<file path="config.mk">
export PLATFORM = sky130hd
export DESIGN_NAME = mmam_addr_map
export DESIGN_NICKNAME = d
export VERILOG_FILES = /design/src/core/mmam_pkg.sv /design/src/core/mmam_stack_if.sv /design/src/core/mmam_ret_stack.sv /design/src/core/mmam_addr_map.sv
export SDC_FILE = /design/constraint.sdc
export NUM_CORES = 1
export LEC_CHECK = 0
export BUFFER_PORTS_ARGS = -buffer_cell sky130_fd_sc_hd__buf_2
export CAP_MARGIN = 30
export CELL_PAD_IN_SITES_DETAIL_PLACEMENT = 1
export CELL_PAD_IN_SITES_GLOBAL_PLACEMENT = 2
export CORE_ASPECT_RATIO = 0.8
export CORE_MARGIN = 2
export CORE_UTILIZATION = 35
export DETAILED_ROUTE_END_ITERATION = 7
export PLACE_DENSITY_LB_ADDON = 0.15
export SYNTH_ARGS = -nofsm -noshare
export SYNTH_HDL_FRONTEND = slang
export SYNTH_HIERARCHICAL = 1
export SYNTH_SLANG_ARGS = --single-unit
</file>
<file path="constraint.sdc">
create_clock -name sys_clk_i -period 5.08 [get_ports sys_clk_i]
set_clock_uncertainty 0.1 [all_clocks]
set_input_delay 1.524 -clock sys_clk_i [delete_from_list [all_inputs] [get_ports sys_clk_i]]
set_output_delay 1.524 -clock sys_clk_i [all_outputs]
set_load 0.1 [all_outputs]
</file>
<file path="src/core/mmam_pkg.sv">
// Constants and types shared by the memory address map block
package mmam_pkg;
	// Program side widths and vectors
	localparam int PC_W = 11;
	localparam int SHORT_W = 8;
	localparam logic [10:0] RESET_VEC = 11'h000;
	localparam logic [10:0] SOFT_INT_VEC = 11'h001;
	localparam logic [10:0] HW_INT_VEC = 11'h008;
	localparam logic [10:0] RESV_LO = 11'h7FE;
	localparam logic [10:0] RESV_HI = 11'h7FF;
	localparam logic [10:0] ROLL_LO = 11'h00E;
	localparam logic [10:0] ROLL_HI = 11'h00F;
	localparam logic [10:0] PC_STEP = 11'h001;
	// Return stack shape
	localparam int STACK_DEPTH = 8;
	localparam int STACK_PTR_W = 3;
	localparam logic [2:0] STACK_PTR_RST = 3'h0;
	localparam logic [2:0] STACK_PTR_STEP = 3'h1;
	// Data side layout
	localparam int DADDR_W = 7;
	localparam int BANK_HI = 7;
	localparam int BANK_LO = 6;
	localparam logic [6:0] INDIRECT_LOC = 7'h00;
	localparam logic [6:0] SFR_TOP = 7'h1F;
	localparam logic [6:0] GPR_LO_TOP = 7'h3F;
	localparam logic [6:0] DADDR_RST = 7'h00;
	// Program counter operations requested by the execute logic
	typedef enum logic [3:0] {
		PC_SEQ,
		PC_HOLD,
		PC_SHORT_JUMP,
		PC_SHORT_CALL,
		PC_LONG_JUMP,
		PC_LONG_CALL,
		PC_PLAIN_RET,
		PC_RET_LIT,
		PC_RET_INT,
		PC_SOFT_INT,
		PC_HW_INT
	} mmam_pc_op_type;
	// Data access kinds
	typedef enum logic [2:0] {
		ACC_NONE,
		ACC_GENERAL,
		ACC_SECOND_WR,
		ACC_SECOND_RD,
		ACC_THIRD_WR,
		ACC_THIRD_RD
	} mmam_acc_type;
	// Region that a decoded access lands in
	typedef enum logic [2:0] {
		REG_IDLE,
		REG_GEN_SFR,
		REG_GPR,
		REG_SECOND,
		REG_THIRD
	} mmam_region_type;
endpackage

</file>
<file path="src/core/mmam_stack_if.sv">
// Push and pop channel between the address map and its return stack
`timescale 1ns/1ns
`default_nettype none
interface mmam_stack_if;
	import mmam_pkg::*;
	logic push; // Store push_data as new top
	logic pop; // Drop the top entry
	logic [PC_W-1:0] push_data; // Return address to store
	logic [PC_W-1:0] top; // Current top entry
	modport ctrl (output push, output pop, output push_data, input top);
	modport store (input push, input pop, input push_data, output top);
endinterface
`default_nettype wire

</file>
<file path="src/core/mmam_ret_stack.sv">
// Eight entry return address stack
`timescale 1ns/1ns
`default_nettype none
module mmam_ret_stack
	import mmam_pkg::*;
(
	input wire logic sys_clk_i,
	input wire logic nrst_i,
	mmam_stack_if.store stk
);
	// Entry storage, kept until overwritten by a later push
	logic [PC_W-1:0] mem [STACK_DEPTH];
	// Points at the next free slot; wraps after eight pushes
	logic [STACK_PTR_W-1:0] ptr;

	// Pointer moves up on push, down on pop
	always_ff @(posedge sys_clk_i) begin
		if (!nrst_i) begin
			ptr <= STACK_PTR_RST;
		end else if (stk.push) begin
			ptr <= ptr + STACK_PTR_STEP;
		end else if (stk.pop) begin
			ptr <= ptr - STACK_PTR_STEP;
		end
	end

	// Only the pushed slot is written; pops leave contents alone
	always_ff @(posedge sys_clk_i) begin
		if (stk.push) begin
			mem[ptr] <= stk.push_data;
		end
	end

	// Top is the slot just below the free pointer
	assign stk.top = mem[ptr - STACK_PTR_STEP];
endmodule // mmam_ret_stack
`default_nettype wire

</file>
<file path="src/core/mmam_addr_map.sv">
// Program counter and data address mapping for the core
`timescale 1ns/1ns
`default_nettype none
// Functional notes
// - Program counter is eleven bits wide
// - Reset loads program counter with zero
// - Software interrupt jumps to address one
// - Hardware interrupts share vector at eight
// - Short jump and call reach 256 words
// - Long jump and call reach everything
// - Calls and interrupts push next address
// - All three returns pop top into counter
// - Rolling code words double as program space
// - Four banks chosen by status bits 7:6
// - Indirect access uses bank and pointer bits
// - Direct access uses bank and opcode bits
// - Special registers live only in bank zero
// - RAM at bank0 20-7F, bank1 20-3F
// - Other pages need their own instructions
// - Other pages ignore bank select bits
module mmam_addr_map
	import mmam_pkg::*;
(
	input wire logic sys_clk_i,
	input wire logic nrst_i,
	input wire mmam_pc_op_type pc_op_i,
	input wire logic [SHORT_W-1:0] short_target_i,
	input wire logic [PC_W-1:0] long_target_i,
	input wire mmam_acc_type acc_i,
	input wire logic [DADDR_W-1:0] opcode_addr_i,
	input wire logic [7:0] status_i,
	input wire logic [7:0] file_pointer_register_i,
	output logic [PC_W-1:0] pc_o,
	output logic reserved_fetch_o,
	output logic rolling_code_fetch_o,
	output mmam_region_type region_o,
	output logic phys_bank_o,
	output logic [DADDR_W-1:0] data_addr_o,
	output logic data_write_o
);
	// Stack channel
	mmam_stack_if stk ();
	// Address of the word after the current one
	logic [PC_W-1:0] pc_next_seq;
	// Counter value for the following cycle
	logic [PC_W-1:0] next_pc;
	// Bank select field of the status register
	logic [1:0] bank_select_bits;
	// Location after indirect substitution
	logic [DADDR_W-1:0] eff_loc;
	// Decode for the following cycle
	mmam_region_type next_region;
	logic next_bank;
	logic next_write;

	// Fold a general page bank and location onto the physical bank
	function automatic logic fold_bank(input logic [1:0] bank,
		input logic [DADDR_W-1:0] loc);
		logic res;
		res = 1'b0;
		if (loc > SFR_TOP && loc <= GPR_LO_TOP) begin
			res = bank[0];
		end
		return res;
	endfunction

	mmam_ret_stack u_stack (
		.sys_clk_i(sys_clk_i),
		.nrst_i(nrst_i),
		.stk(stk)
	);

	assign pc_next_seq = pc_o + PC_STEP;

	// Next program counter from the requested operation
	always_comb begin
		next_pc = pc_next_seq;
		unique case (pc_op_i)
			PC_SEQ: next_pc = pc_next_seq;
			PC_HOLD: next_pc = pc_o;
			// Short forms stay inside the current 256-word page
			PC_SHORT_JUMP, PC_SHORT_CALL: begin
				next_pc = {pc_o[PC_W-1:SHORT_W], short_target_i};
			end
			PC_LONG_JUMP, PC_LONG_CALL: next_pc = long_target_i;
			PC_PLAIN_RET, PC_RET_LIT, PC_RET_INT: begin
				next_pc = stk.top;
			end
			PC_SOFT_INT: next_pc = SOFT_INT_VEC;
			PC_HW_INT: next_pc = HW_INT_VEC;
			default: next_pc = pc_next_seq;
		endcase
	end

	// Program counter register, eleven bits covering 2K words
	always_ff @(posedge sys_clk_i) begin
		if (!nrst_i) begin
			pc_o <= RESET_VEC;
		end else begin
			pc_o <= next_pc;
		end
	end

	// Push the return address on calls and interrupts
	always_comb begin
		stk.push = nrst_i && (pc_op_i == PC_SHORT_CALL
			|| pc_op_i == PC_LONG_CALL || pc_op_i == PC_SOFT_INT
			|| pc_op_i == PC_HW_INT);
		stk.pop = nrst_i && (pc_op_i == PC_PLAIN_RET
			|| pc_op_i == PC_RET_LIT || pc_op_i == PC_RET_INT);
		stk.push_data = pc_next_seq;
	end

	// Flags for fetches from the reserved and rolling code words
	always_ff @(posedge sys_clk_i) begin
		if (!nrst_i) begin
			reserved_fetch_o <= 1'b0;
			rolling_code_fetch_o <= 1'b0;
		end else begin
			reserved_fetch_o <= next_pc >= RESV_LO
				&& next_pc <= RESV_HI;
			// Fetch proceeds normally; the flag only reports it
			rolling_code_fetch_o <= next_pc >= ROLL_LO
				&& next_pc <= ROLL_HI;
		end
	end

	assign bank_select_bits = status_i[BANK_HI:BANK_LO];

	// Indirect register replaced by the pointer location
	always_comb begin
		if (opcode_addr_i == INDIRECT_LOC) begin
			eff_loc = file_pointer_register_i[DADDR_W-1:0];
		end else begin
			eff_loc = opcode_addr_i;
		end
	end

	// Region, bank and write decode for the following cycle
	always_comb begin
		next_region = REG_IDLE;
		next_bank = 1'b0;
		next_write = 1'b0;
		unique case (acc_i)
			ACC_NONE: next_region = REG_IDLE;
			ACC_GENERAL: begin
				if (eff_loc <= SFR_TOP) begin
					next_region = REG_GEN_SFR;
				end else begin
					next_region = REG_GPR;
				end
				next_bank = fold_bank(bank_select_bits, eff_loc);
			end
			// Side pages: bank bits play no part
			ACC_SECOND_WR, ACC_SECOND_RD: begin
				next_region = REG_SECOND;
				next_write = acc_i == ACC_SECOND_WR;
			end
			ACC_THIRD_WR, ACC_THIRD_RD: begin
				next_region = REG_THIRD;
				next_write = acc_i == ACC_THIRD_WR;
			end
			default: next_region = REG_IDLE;
		endcase
	end

	// Registered data side outputs
	always_ff @(posedge sys_clk_i) begin
		if (!nrst_i) begin
			region_o <= REG_IDLE;
			phys_bank_o <= 1'b0;
			data_addr_o <= DADDR_RST;
			data_write_o <= 1'b0;
		end else begin
			region_o <= next_region;
			phys_bank_o <= next_bank;
			// General page takes the substituted location, side pages the opcode
			if (acc_i == ACC_GENERAL) begin
				data_addr_o <= eff_loc;
			end else begin
				data_addr_o <= opcode_addr_i;
			end
			data_write_o <= next_write;
		end
	end
endmodule // mmam_addr_map
`default_nettype wire

</file>
Yosys cells after proc, flatten, opt, wreduce, memory -nomap -nowiden
Memory sizes are Yosys's and may differ from the RTL's.
Cells that the tools add are included.
{"block": "classes", "addsub": 3, "order_cmp": 7, "n_eq_ne": 15, "mux": 10, "reduce_logical": 18}
{"op": "one-hot mux 11 bit (6 select lines)", "count": 1}
{"op": "== test 4 x 3 -> 1 bit, second input constant", "count": 4}
{"op": "2-to-1 mux 7 bit", "count": 2}
{"op": "== test 4 bit, second input constant", "count": 3}
{"op": "adder 11 x 1 -> 11 bit, second input constant", "count": 1}
{"op": ">= comparator 11 bit, second input constant", "count": 1}
{"op": ">= comparator 11 x 4 -> 1 bit, second input constant", "count": 1}
{"op": "less-or-equal comparator 11 bit, second input constant", "count": 1}
{"op": "less-or-equal comparator 11 x 4 -> 1 bit, second input constant", "count": 1}
{"op": "one-hot mux 3 bit (3 select lines)", "count": 1}
{"op": "== test 4 x 2 -> 1 bit, second input constant", "count": 2}
{"op": "OR reduction 2 bit", "count": 4}
{"op": "greater-than comparator 7 x 5 -> 1 bit, second input constant", "count": 1}
{"op": "less-or-equal comparator 7 x 5 -> 1 bit, second input constant", "count": 1}
{"op": "less-or-equal comparator 7 x 6 -> 1 bit, second input constant", "count": 1}
{"op": "zero test 7 bit", "count": 1}
{"op": "== test 3 x 2 -> 1 bit, second input constant", "count": 2}
{"op": "== test 3 bit, second input constant", "count": 2}
{"op": "2-to-1 mux 3 bit", "count": 2}
{"op": "logical AND 1 bit", "count": 5}
{"op": "logical OR 1 bit", "count": 5}
{"op": "== test 4 x 1 -> 1 bit, second input constant", "count": 1}
{"op": "adder 3 x 1 -> 3 bit, second input constant", "count": 1}
{"op": "== test 3 x 1 -> 1 bit, second input constant", "count": 1}
{"op": "7 further kinds", "count": 8}
{"block": "totals", "register_bits": 28, "ramBits": 88, "out_inout_bits": 25, "mem_count": 1}
{"name": "u_stack.mem", "words": 8, "word_bits": 11, "rd": 1, "rd_clocked_by_memory_dff": 0, "wr": 1, "line_no": "mmam_ret_stack.sv:12", "text": "logic [PC_W-1:0] mem [STACK_DEPTH];"}

Depth between registers and ports, before layout
{"block": "logic_depth", "depth_word": 7, "mapped_depth": 15, "ltp_nobuf": 11}

By module
Netlist, hierarchy kept.
{"module": "mmam_ret_stack", "instances": 1, "cells_each": 236, "area_each_um2": 3798.6}
{"module": "mmam_addr_map", "instances": 1, "cells_each": 204, "area_each_um2": 1665.3}

Least setup slack after synthesis
Ideal clock, no wire load.
{"block": "synth_timing", "kind": "input to register", "startpoint": "input port pc_op_i[1]", "endpoint": "memory u_stack.mem[2][0], enable pin", "setup_ns": 0.393, "arrival_ns": 3.611, "path_slack_ns": 0.976, "path_stages": 8, "n_path_buf": 2, "path_cell_list": "buf_2 -> buf_1 -> xnor2_1 -> a211oi_1 -> a31oi_1 -> nor2b_1 -> nand2_1 -> nor3_1"}
{"block": "synth_between", "elab_chain_len": 7, "word_cells_on_any_way": 10, "cone_classes": "eq/ne: 4; mux: 2; reduce/logical: 4"}
{"element": "start, declared", "line_no": "mmam_addr_map.sv:26", "text": "input wire mmam_pc_op_type pc_op_i,"}
{"element": "== test 4 x 2 -> 1 bit / == test 4 x 3 -> 1 bit (equally long branches)", "line_no": "mmam_addr_map.sv:106, mmam_addr_map.sv:107"}
{"element": "logical OR 1 bit (2 in a row)", "line_no": "mmam_addr_map.sv:107", "text": "|| pc_op_i == PC_LONG_CALL || pc_op_i == PC_SOFT_INT"}
{"element": "logical OR 1 bit *", "line_no": "mmam_addr_map.sv:108", "text": "|| pc_op_i == PC_HW_INT);"}
{"element": "logical AND 1 bit *", "line_no": "mmam_addr_map.sv:106", "text": "stk.push = nrst_i && (pc_op_i == PC_SHORT_CALL"}
{"element": "via stk.push", "line_no": "mmam_stack_if.sv:6", "text": "logic push;"}
{"element": "2-to-1 mux 1 bit *", "line_no": "mmam_ret_stack.sv:29", "text": "if (stk.push) begin"}
{"element": "2-to-1 mux 1 bit (implied by the code) *", "line_no": "mmam_ret_stack.sv:30", "text": "mem[ptr] <= stk.push_data;"}
{"element": "end, declared", "line_no": "mmam_ret_stack.sv:12"}
Mark *: on every way through the listed nets, which the timed path passes. The rest lies on a longest branch.

Worst setup path after layout
{"block": "layout_timing", "startpoint": "input port pc_op_i[1]", "endpoint": "memory u_stack.mem[4][3], enable pin"}
Same word-level chain as after synthesis.

==> metrics.txt <==
outcome complete, no violations; Slew @ Worst Pin 920.7 ps; hold path start u_stack/ptr[1]; largest net degree at the start of global routing 29; unrepaired setup endpoints after global routing false; clock sink total between 100 and 150; Multi-input gate area ~2000 sq um; width of the die about 140 microns; synth warn 6; beginning of the critical path pc_op_i[1]; Final min period between 3000 and 4000 ps; post-route ant nets 0; biggest area consumer among synthesized cells edfxtp_1; Peak VDD IR ~0.00026 V; cell count after synthesis 440; nets@finish 571; Initial Utilization a little over a third; Post-synth top cells edfxtp_1 (88), nand3_1 (54), mux2i_1 (45); H-tree depth 4; Final Hold Vio Count 0; # diodes 0; crit-path max cell delay 540 ps; Power Total 0.002775 W; leakage 2.432 nW; # IOs 76; power density over cell area 422.4 nW/um^2; register area 3203 sq um; fraction of layout cells with a size suffix above 1 23.48%; synth top area cells edfxtp_1 (48%), dfxtp_1 (10%), mux2i_1 (8.2%); total global-route track usage 18.24%; path depth of the worst reg2reg path 12; via count around 3800; area delta synth->final 20.22%; crit start category input pin; hold path depth 2; Yosys reg bits 116; setup TNS 0 ps; Core Region 15160 sq um; CP Capture Type register; Worst slew margin 38.21%; max-cap violation count 0; # setup viols final 0; clk slew on worst S/H paths 50 ps; period utilisation layout 77.45%; number of gates resized after cts 0; max-slew violations 0; syn avg cell area 12.42 sq um; CTS Buf Count 17; CP arrival 3940 ps; CTS tree done; DR vias/cell around 5.1; DIE AREA 16630 sq um; Seq/Total Area, Yosys 58.62%; RR Endpoint rolling_code_fetch_o; fmax 0.2542 GHz; clk buf depth 2; total gr overflow 0; Filler cells approximately 1600; crit-path cells buf_2 > nor2b_1 > a31oi_1 > nor2b_1 > nand2_1 > nor2_1 > buf_4; Post-synth EDFFs 88; reg2reg start u_stack/ptr[0]; residual DRC count 0; share of the synthesized area in the top cell type 48.36%; die height roughly 120 microns; Worst Hold Class reg2reg; Hold-fix buffers, CTS 0; wire per inst 19.62 microns; R2R Setup Slk 1310 ps; gpl congestion 0.7424; syn_nets 496; Starting DRT DRC Count 229; Final HPWL DP 9944 microns; Detailed Routing Iterations Pass 1 4; CP Max Fanout 24; asr flop ratio synth 0%; Syn Std Cell Area roughly 5500 sq um; Main synth FF type edfxtp_1; initial antenna violation count 0; critical path class in2reg; cell with the largest stage delay on the worst path nor2_1; Cell variety after synth 60; Hold EP u_stack/ptr[1]; drt total wl 14480 microns; worst skew pair latency 410 ps; row cnt 40; root cell of the clock tree clkbuf_16; Post-CTS Setup Inserts 0; top-count cell post-synth edfxtp_1; most used cell, CP nor2b_1; Worst EP required 5090 ps; vias in the first global route 3975; first-pass GRT wire length between 20000 and 25000 microns; port bufs 67
==> area by class of cell <==
cell class,instances,area share [%]
flip-flops and latches,116,48.76
multi-input cells,284,30.46
repair buffers,83,6.933
clock buffers,20,6.648
well taps,210,4.000
clock inverters,12,2.457
inverters,13,0.7429
==> cell families after synthesis <==
logic type | after synthesis | share of synthesized area [%]
XOR/XNOR | 13 | 2.359
multiplexers | 49 | 9.068
buffers and inverters | 40 | 4.809
adder cells (fa/ha/maj) | 5 | 1.145
AO/OA/AOI/OAI | 61 | 7.786
flip-flops | 116 | 58.62
AND/OR/NAND/NOR | 156 | 16.21
==> critical path: cells and delay by family <==
| family | cells | cell delay (ps) |
|---|---|---|
| simple gates | 4 | 1670 |
| compound gates | 1 | 200 |
| buf+inv | 2 | 540 |
==> how the worst max path moves through the flow <==
stage                                    to  depth (start not counted)
after floorplan           u_stack/mem[2][0]                          8
after global placement    u_stack/mem[7][0]                          7
after detailed placement  u_stack/mem[4][1]                          7
after CTS                 u_stack/mem[4][3]                          7
after global routing      u_stack/mem[4][3]                          7
final                     u_stack/mem[4][3]                          7
==> cell usage in the layout (no fill, tap or decap), drive strengths merged, types with 2 or more instances in the layout <==
master  count
nand4       2
nand3      54
nand2      11
nor3b       2
and3        4
a22o        8
a221o       2
clkinv      7
inv        13
dfxtp      28
a22oi       2
nor2       21
nor4        2
a31oi       3
edfxtp     88
a221oi      5
nor2b      15
o21ai      10
bufinv      4
xnor2       8
nand2b      7
clkbuf     20
and4       11
and2       12
xor2        5
a211oi      2
mux2        4
or4         3
mux2i      45
a21oi      18
nand3b      2
buf        83
a222oi      2
nor3        6
ha          5
==> state kept, by name, indices dropped and copies added, names as in the netlist <==
signal                flops
reserved_fetch_o          1
phys_bank_o               1
u_stack/mem              88
u_stack/ptr               3
data_addr_o               7
rolling_code_fetch_o      1
pc_o                     11
region_o                  3
data_write_o              1
==> per-layer routing <==
| metal | track usage, % | share of wire [%] | routed length (microns) | up-vias |
|---|---|---|---|---|
| li1 | - | - | - | 1810 |
| met1 | 24.70 | 48 | 6953 | 1906 |
| met2 | 28.38 | 47 | 6815 | 58 |
| met3 | 5.207 | 3.1 | 443 | 20 |
| met4 | 6.078 | 1.9 | 269 | 0 |
| met5 | 0 | 0 | 0 | - |
==> metrics by stage <==
step                      cells  utilization [%]  worst slack (ps)  instance area, sq um  hold WS (ps)
final                       738            43.32              1145                  6569         518.7
after global placement      706            39.37             777.6                  5971         498.8
after CTS                   738            43.32              1128                  6569         529.6
after global routing        738            43.32             904.9                  6569         567.0
after floorplan             440                -             976.1                  5464         447.8
after detailed placement    706            39.37             687.0                  5971         510.9
==> power by group <==
group | total (W) | internal, W | switching, W
registers | 0.00108 | 0.00106 | 0.0000189
clock network | 0.00122 | 0.000812 | 0.000405
logic | 0.000482 | 0.000155 | 0.000327
total | 0.00277 | 0.00202 | 0.000750
(Power assumes the default switching activity.)
